$ cat config.mk
export PLATFORM = sky130hd
export DESIGN_NAME = rvw_capture
export DESIGN_NICKNAME = d
export VERILOG_FILES = /design/src/rvw_fifo_mem.v /design/src/rvw_fifo.v /design/src/rvw_capture.v
export VERILOG_INCLUDE_DIRS = /design/src
export SDC_FILE = /design/constraint.sdc
export NUM_CORES = 1
export LEC_CHECK = 0
export ABC_AREA = 0
export BUFFER_PORTS_ARGS = -buffer_cell sky130_fd_sc_hd__buf_2
export CAP_MARGIN = 0
export CORE_UTILIZATION = 55
export DETAILED_ROUTE_END_ITERATION = 10
export GPL_TIMING_DRIVEN = 0
export PLACE_DENSITY = 0.79
export SKIP_CTS_REPAIR_TIMING = 1
export SLEW_MARGIN = 20
export SYNTH_ARGS = -nofsm -noshare
export SYNTH_HDL_FRONTEND = slang
export SYNTH_HIERARCHICAL = 1
export SYNTH_SLANG_ARGS = --single-unit
$ cat constraint.sdc
create_clock -name sys_clk -period 3.4 [get_ports sys_clk]
set_input_delay 0.34 -clock sys_clk [delete_from_list [all_inputs] [get_ports sys_clk]]
set_output_delay 0.34 -clock sys_clk [all_outputs]
set_load 0.02 [all_outputs]
$ cat src/rvw_defines.vh
`ifndef RVW_DEFINES_VH
`define RVW_DEFINES_VH

// register sub-addresses
`define RVW_ADDR_CTRL        8'h11
`define RVW_ADDR_START       8'h12
`define RVW_ADDR_STOP_LOW    8'h13
`define RVW_ADDR_STOP_HIGH   8'h14
`define RVW_ADDR_SEL_LOW     8'h15
`define RVW_ADDR_SEL_MID     8'h16
`define RVW_ADDR_SEL_HIGH    8'h17

// reset values
`define RVW_RST_CTRL         8'h00
`define RVW_RST_START        8'h7a
`define RVW_RST_STOP_LOW     8'h4a
`define RVW_RST_STOP_HIGH    2'h3
`define RVW_RST_SEL_LOW      8'hfe
`define RVW_RST_SEL_MID      8'h1f
`define RVW_RST_SEL_HIGH     3'h0

// control register fields
`define RVW_CTRL_ODD         0
`define RVW_CTRL_EVEN        1
`define RVW_CTRL_ALL         2

// first masked line of each field and standard
`define RVW_NTSC_ODD_FIRST   10'd9
`define RVW_NTSC_EVEN_FIRST  10'd272
`define RVW_PAL_ODD_FIRST    10'd5
`define RVW_PAL_EVEN_FIRST   10'd318
`define RVW_MASK_BITS        19

// fifo shape
`define RVW_FIFO_WIDTH       8
`define RVW_FIFO_DEPTH       16
`define RVW_FIFO_AW          4

`endif

$ cat src/rvw_fifo_mem.v
`timescale 1ns/100ps
`default_nettype none

module rvw_fifo_mem #(
    parameter WIDTH = 8,
    parameter DEPTH = 16,
    parameter AW    = 4
) (
    input  wire             sys_clk,
    input  wire             clk_en,
    input  wire             wr_en,
    input  wire [AW-1:0]    wr_addr,
    input  wire [WIDTH-1:0] wr_data,
    input  wire [AW-1:0]    rd_addr,
    output reg  [WIDTH-1:0] rd_data_reg
);
    reg [WIDTH-1:0] mem [0:DEPTH-1];

    always @(posedge sys_clk) begin
        if (clk_en) begin
            if (wr_en) begin
                mem[wr_addr] <= wr_data;
            end
            rd_data_reg <= mem[rd_addr];
        end
    end
endmodule

`default_nettype wire

$ cat src/rvw_fifo.v
`timescale 1ns/100ps
`default_nettype none

module rvw_fifo #(
    parameter WIDTH = 8,
    parameter DEPTH = 16,
    parameter AW    = 4
) (
    input  wire             sys_clk,
    input  wire             resetn,
    input  wire             clk_en,
    input  wire             in_valid,
    output wire             in_ready,
    input  wire [WIDTH-1:0] in_data,
    output wire             out_valid,
    input  wire             out_ready,
    output wire [WIDTH-1:0] out_data
);
    reg  [AW:0]   wr_ptr_reg;
    reg  [AW:0]   rd_ptr_reg;
    reg           out_valid_reg;
    wire [AW:0]   count = wr_ptr_reg - rd_ptr_reg;
    // the slot just behind rd_ptr holds the word on show, so the queue
    // stops one word short of the memory depth
    wire          full  = (count == DEPTH[AW:0] - 1'b1);
    wire          empty = (count == {(AW+1){1'b0}});
    wire          push  = in_valid && !full;
    // output register refills from a non-empty queue whenever it is empty or being drained
    wire          load  = !empty && (!out_valid_reg || out_ready);
    // a load reads the new head; otherwise the word on show is read again
    wire [AW-1:0] rd_addr = load ? rd_ptr_reg[AW-1:0] : rd_ptr_reg[AW-1:0] - 1'b1;

    assign in_ready  = !full;
    assign out_valid = out_valid_reg;

    rvw_fifo_mem #(
        .WIDTH (WIDTH),
        .DEPTH (DEPTH),
        .AW    (AW)
    ) u_mem (
        .sys_clk     (sys_clk),
        .clk_en      (clk_en),
        .wr_en       (push),
        .wr_addr     (wr_ptr_reg[AW-1:0]),
        .wr_data     (in_data),
        .rd_addr     (rd_addr),
        .rd_data_reg (out_data)
    );

    // out_data holds its word while stalled because its slot is never rewritten
    always @(posedge sys_clk) begin
        if (!resetn) begin
            wr_ptr_reg    <= {(AW+1){1'b0}};
            rd_ptr_reg    <= {(AW+1){1'b0}};
            out_valid_reg <= 1'b0;
        end else if (clk_en) begin
            if (push) begin
                wr_ptr_reg <= wr_ptr_reg + 1'b1;
            end
            if (load) begin
                rd_ptr_reg    <= rd_ptr_reg + 1'b1;
                out_valid_reg <= 1'b1;
            end else if (out_ready) begin
                out_valid_reg <= 1'b0;
            end
        end
    end
endmodule

`default_nettype wire

$ cat src/rvw_capture.v
`timescale 1ns/100ps
`default_nettype none
`include "rvw_defines.vh"

module rvw_capture (
    input  wire       sys_clk,
    input  wire       resetn,
    input  wire       clk_en,
    input  wire       reg_wr,
    input  wire       reg_rd,
    input  wire [7:0] reg_addr,
    input  wire [7:0] reg_wdata,
    output reg  [7:0] reg_rdata_reg,
    input  wire       hsync_pin,
    input  wire       field_pin,
    input  wire       pal_mode,
    input  wire [9:0] line_number,
    input  wire       sample_strobe,
    input  wire [7:0] sample_data,
    output wire       raw_valid,
    input  wire       raw_ready,
    output wire [7:0] raw_data,
    output reg        raw_overflow_reg
);
    reg [7:0]  ctrl_reg;
    reg [7:0]  start_reg;
    reg [7:0]  stop_low_reg;
    reg [1:0]  stop_high_reg;
    reg [7:0]  sel_low_reg;
    reg [7:0]  sel_mid_reg;
    reg [2:0]  sel_high_reg;

    reg [1:0]  hsync_sync_reg;
    reg [1:0]  field_sync_reg;
    reg        hsync_prev_reg;
    reg        step_phase_reg;
    reg [9:0]  step_count_reg;
    reg        line_enable_reg;
    reg [7:0]  push_data_reg;
    reg        push_valid_reg;

    wire [9:0]  stop_count = {stop_high_reg, stop_low_reg};
    wire [18:0] line_mask  = {sel_high_reg, sel_mid_reg, sel_low_reg};
    wire        hsync_s    = hsync_sync_reg[1];
    wire        even_field = field_sync_reg[1];
    wire        hsync_lead = hsync_s && !hsync_prev_reg;
    wire        in_ready;

    // first line covered by mask bit 0 for the current standard and field
    function [9:0] first_line;
        input pal;
        input even;
        begin
            case ({pal, even})
                2'b00:   first_line = `RVW_NTSC_ODD_FIRST;
                2'b01:   first_line = `RVW_NTSC_EVEN_FIRST;
                2'b10:   first_line = `RVW_PAL_ODD_FIRST;
                default: first_line = `RVW_PAL_EVEN_FIRST;
            endcase
        end
    endfunction

    wire [9:0] first    = first_line(pal_mode, even_field);
    wire [9:0] mask_idx = line_number - first;
    wire       in_range = (line_number >= first) &&
                          (mask_idx < `RVW_MASK_BITS);
    wire       mask_hit = in_range && line_mask[mask_idx[4:0]];
    wire       field_ok = even_field ? ctrl_reg[`RVW_CTRL_EVEN]
                                     : ctrl_reg[`RVW_CTRL_ODD];
    wire       line_ok  = field_ok &&
                          (ctrl_reg[`RVW_CTRL_ALL] || mask_hit);
    wire       in_window = (step_count_reg >= {2'b00, start_reg}) &&
                           (step_count_reg <= stop_count);

    // register writes
    always @(posedge sys_clk) begin
        if (!resetn) begin
            ctrl_reg      <= `RVW_RST_CTRL;
            start_reg     <= `RVW_RST_START;
            stop_low_reg  <= `RVW_RST_STOP_LOW;
            stop_high_reg <= `RVW_RST_STOP_HIGH;
            sel_low_reg   <= `RVW_RST_SEL_LOW;
            sel_mid_reg   <= `RVW_RST_SEL_MID;
            sel_high_reg  <= `RVW_RST_SEL_HIGH;
        end else if (clk_en && reg_wr) begin
            case (reg_addr)
                `RVW_ADDR_CTRL:      ctrl_reg      <= {5'h00, reg_wdata[2:0]};
                `RVW_ADDR_START:     start_reg     <= reg_wdata;
                `RVW_ADDR_STOP_LOW:  stop_low_reg  <= reg_wdata;
                `RVW_ADDR_STOP_HIGH: stop_high_reg <= reg_wdata[1:0];
                `RVW_ADDR_SEL_LOW:   sel_low_reg   <= reg_wdata;
                `RVW_ADDR_SEL_MID:   sel_mid_reg   <= reg_wdata;
                `RVW_ADDR_SEL_HIGH:  sel_high_reg  <= reg_wdata[2:0];
                default: begin
                end
            endcase
        end
    end

    // register reads; reserved bits and unknown addresses read zero
    always @(posedge sys_clk) begin
        if (!resetn) begin
            reg_rdata_reg <= 8'h00;
        end else if (clk_en && reg_rd) begin
            case (reg_addr)
                `RVW_ADDR_CTRL:      reg_rdata_reg <= ctrl_reg;
                `RVW_ADDR_START:     reg_rdata_reg <= start_reg;
                `RVW_ADDR_STOP_LOW:  reg_rdata_reg <= stop_low_reg;
                `RVW_ADDR_STOP_HIGH: reg_rdata_reg <= {6'h00, stop_high_reg};
                `RVW_ADDR_SEL_LOW:   reg_rdata_reg <= sel_low_reg;
                `RVW_ADDR_SEL_MID:   reg_rdata_reg <= sel_mid_reg;
                `RVW_ADDR_SEL_HIGH:  reg_rdata_reg <= {5'h00, sel_high_reg};
                default:             reg_rdata_reg <= 8'h00;
            endcase
        end
    end

    // pin synchronisers, then edge detect on the second stage
    always @(posedge sys_clk) begin
        if (!resetn) begin
            hsync_sync_reg <= 2'h0;
            field_sync_reg <= 2'h0;
            hsync_prev_reg <= 1'b0;
        end else if (clk_en) begin
            hsync_sync_reg <= {hsync_sync_reg[0], hsync_pin};
            field_sync_reg <= {field_sync_reg[0], field_pin};
            hsync_prev_reg <= hsync_s;
        end
    end

    // position counter in steps of two fast sample clock periods
    always @(posedge sys_clk) begin
        if (!resetn) begin
            step_phase_reg  <= 1'b0;
            step_count_reg  <= 10'h000;
            line_enable_reg <= 1'b0;
        end else if (clk_en) begin
            if (hsync_lead) begin
                step_phase_reg  <= 1'b0;
                step_count_reg  <= 10'h000;
                line_enable_reg <= line_ok;
            end else if (sample_strobe) begin
                step_phase_reg <= ~step_phase_reg;
                if (step_phase_reg && step_count_reg != 10'h3ff) begin
                    step_count_reg <= step_count_reg + 10'h001;
                end
            end
        end
    end

    // samples inside the window of an enabled line enter the fifo
    always @(posedge sys_clk) begin
        if (!resetn) begin
            push_valid_reg   <= 1'b0;
            push_data_reg    <= 8'h00;
            raw_overflow_reg <= 1'b0;
        end else if (clk_en) begin
            push_valid_reg <= sample_strobe && line_enable_reg &&
                              in_window && !hsync_lead;
            push_data_reg  <= sample_data;
            if (push_valid_reg && !in_ready) begin
                raw_overflow_reg <= 1'b1;
            end else if (hsync_lead) begin
                raw_overflow_reg <= 1'b0;
            end
        end
    end

    rvw_fifo #(
        .WIDTH (`RVW_FIFO_WIDTH),
        .DEPTH (`RVW_FIFO_DEPTH),
        .AW    (`RVW_FIFO_AW)
    ) u_fifo (
        .sys_clk   (sys_clk),
        .resetn    (resetn),
        .clk_en    (clk_en),
        .in_valid  (push_valid_reg),
        .in_ready  (in_ready),
        .in_data   (push_data_reg),
        .out_valid (raw_valid),
        .out_ready (raw_ready),
        .out_data  (raw_data)
    );
endmodule

`default_nettype wire

==> summary.txt <==
Floorplan
  – Die X: 139 um
  – Row count: 49
  – I/O pin count: 62
  – Core Area: 18200 sq um
  – Die area: 19300 sq um
  – Die Ht: 139 um
  – Starting density of the core: 0.568

Cells and area
  – Share of cells above drive strength 1: 0.220
  – Fin area: approximately 12000 sq um
  – Storage cell area: between 5000 and 6000 sq um
  – Fillers: 1294
  – Most frequent cells in the layout: edfxtp_1, nand2_1, dfxtp_1
  – Final Core Density: 0.661
  – Multi-input logic area: 4310 sq um
  – Final #Nets: 1001
  – Growth of design area from synthesis to finish: 16.5%
  – Largest register FFs: about 130
  – Most common cell after layout, fill and taps aside: edfxtp_1
  – # diodes: 0

STA
  – Tmin final: 3.48 ns
  – Tightest Pin Transition: roughly 0.84 ns
  – Worst slew margin: 0.438
  – Hold Vio Cnt, Final: 0
  – Max-slew violations: 0
  – Period utilisation layout: 1.02
  – Fmax: 0.287 GHz
  – Final setup violation count: 8
  – Setup_tns: -0.379 ns
  – Worst Skew: 0.0174 ns
  – Fin Hold WS: 0.0844 ns
  – Final worst slack: -0.0796 ns
  – RSZ-0062 raised after global routing: yes

Global routing
  – GRT Total Usage: 0.250
  – Pin count of the biggest net entering global routing: 18
  – Global-route wire length before repair: 37.4 mm
  – Global route total overflow: 0
  – Vias in the first global route: roughly 6900
  – Antenna violations before repair: 0

Critical path
  – Required time of the critical path: approximately 3.7 ns
  – Worst setup EP type: register
  – Worst Path Arrival: around 3.7 ns
  – CP startpoint kind: register
  – Setup CP Type: register to register
  – Peak fanout along the critical path: 8

Power
  – Share of total power in the clock network: 0.458
  – Peak supply drop: 0.000586 V
  – Seq pwr share: 0.496
  – Leakage power: 4.55 nW
  – Sw frac: 0.209
  – Power density cells: 485 nW/um^2
  – Cell-internal power: 4.62 mW
  – NetSw: 1.22 mW
  – Logic pwr share: 0.046

Routing
  – Via count: roughly 7300
  – Drt first pass iters: 10
  – Final WL: about 25 mm
  – First DRT Iteration DRCs: 753
  – ANT nets after route: 0
  – DR WL/cell: 21.2 um
  – Via/cell ratio: 6.23
  – DRC: 2

Placement
  – Buffers added on ports: 59
  – Global placer's final weighted congestion: 0.934
  – Post-DP HPWL: 16.3 mm
  – Post-placement cell area: 10900 sq um

CTS
  – CTS Root Cell: clkbuf_16
  – CTS clk-pin slew, worst paths: 0.06 ns
  – Total CTS buffers: 22
  – Clock Tree Buf Depth: 3
  – CTS H-tree depth: 1
  – Clock Latency Late Sink: 0.52 ns
  – Clk sinks: 222
  – CTS tree: yes

Yosys
  – Synthesized cell area: 10300 sq um
  – Top-area cell type share of the netlist area: 0.395
  – Post-Syn Instances: about 800
  – Synth cell types: 65
  – Ys Warns: 6
  – Ys flop type: edfxtp_1
  – Post-synth ARST share: 0
  – Synth top area cells: edfxtp_1, dfxtp_1, mux4_2
  – Average size of a mapped cell: 12.6 sq um
  – Seq/Total Area, Yosys: 0.562
  – Post-synth EDFFs: 136
  – Seq cells post-synth: 222
  – Syn nets: 905
  – Leading area contributor after synthesis: edfxtp_1

Status
  – Failing checks: design-rule violations, negative setup slack
  – Status: finished, violations left

Run
  – Max cap viols: 0

Worst hold path
  – Hold Path Class: input port to register
Yosys cell counts (3+ instances only):
| library cell | count |
|---|---|
| edfxtp_1 | 136 |
| nand2_1 | 91 |
| dfxtp_1 | 86 |
| nand3_1 | 55 |
| ha_1 | 36 |
| inv_1 | 34 |
| mux2i_1 | 32 |
| nor2_1 | 32 |
| nor2b_1 | 28 |
| mux4_2 | 23 |
| a22oi_1 | 21 |
| a21oi_1 | 18 |
| clkbuf_1 | 17 |
| mux4_1 | 16 |
| o21ai_0 | 16 |
| a21boi_1 | 12 |
| and2_1 | 12 |
| nor3_1 | 12 |
| o21ai_1 | 11 |
| buf_2 | 10 |
| xnor2_1 | 10 |
| nand4_1 | 9 |
| a21o_1 | 8 |
| or3_1 | 6 |
| xor2_1 | 6 |
| and3_1 | 5 |
| nand2b_1 | 5 |
| o31ai_1 | 5 |
| a22o_1 | 4 |
| buf_6 | 4 |
| nand3b_1 | 4 |
| nor3b_1 | 4 |
| or4_1 | 4 |
| a2111oi_0 | 3 |
| a32oi_1 | 3 |
| and4_1 | 3 |
| clkdlybuf4s25_2 | 3 |
| nand4b_1 | 3 |
| o2111ai_1 | 3 |
through the flow:
stage | cells | worst slack, ns | power, mW
after global routing | 1164 | -0.193 | 5.98
after CTS | 1151 | -0.656 | 5.86
after floorplan | 823 | 0.0196 | 3.11
final | 1164 | -0.0796 | 5.84
after detailed placement | 1111 | -0.645 | 3.22
after global placement | 1111 | -0.490 | 3.21
path summary, 6_finish.rpt:
path	from	end	slack, ns	cells after the start
min reg2reg	start_reg[7]	start_reg[7]	0.45	2
max	u_fifo/wr_ptr_reg[0]	u_fifo/u_mem/rd_data_reg[1]	-0.08	15
min	sample_data[6]	push_data_reg[6]	0.08	3
max reg2reg	u_fifo/wr_ptr_reg[0]	u_fifo/u_mem/rd_data_reg[1]	-0.08	15
critical path, cell delays in order, from the launching register on:
cell and delay [ns]:
dfxtp_4 0.37, inv_4 0.07, ha_4 0.12, inv_2 0.04, fa_2 0.41, xnor2_2 0.19, nand3b_1 0.14, a221oi_4 0.25
buf_6 0.17, or2_4 0.14, xnor2_2 0.11, buf_6 0.20, buf_12 0.15, mux4_1 0.56, a22oi_2 0.22, nand2_1 0.08
metal layers:
metal / vias to the layer above / part of all wire / global-route usage
met3: 49 / 0.087 / 0.0300
li1: 3297 / - / -
met4: 0 / 0.016 / 0.0550
met5: - / 0 / 0
met1: 3530 / 0.42 / 0.362
met2: 380 / 0.48 / 0.407
power by group through the flow:
stage               combinational, mW  sequential, mW  clock (mW)
global route                    0.290            2.90        2.79
detailed placement              0.256            2.96           0
floorplan                       0.164            2.95           0
CTS                             0.258            2.90        2.70
finish                          0.267            2.90        2.68
global placement                0.254            2.96           0
kinds of logic (layout without fill, tap and decap cells):
group,after synthesis,count (layout),share of synthesized area
AND/OR/NAND/NOR,284,284,0.139
XOR/XNOR,16,16,0.0136
flip-flops,222,222,0.562
AO/OA/AOI/OAI,120,120,0.0835
multiplexers,72,72,0.123
buffers and inverters,71,183,0.0321
adder cells (fa/ha/maj),38,38,0.0475
area by class of cell:
cell class	instances	share of cell area
buffer	37	0.0202
clock buffer	24	0.0464
clock inverter	16	0.0203
inverter	34	0.0110
multi-input combinational	530	0.358
sequential	222	0.484
tap	229	0.0238
timing repair buffer	72	0.0356
No activity file was read; power rests on OpenSTA's default activity.
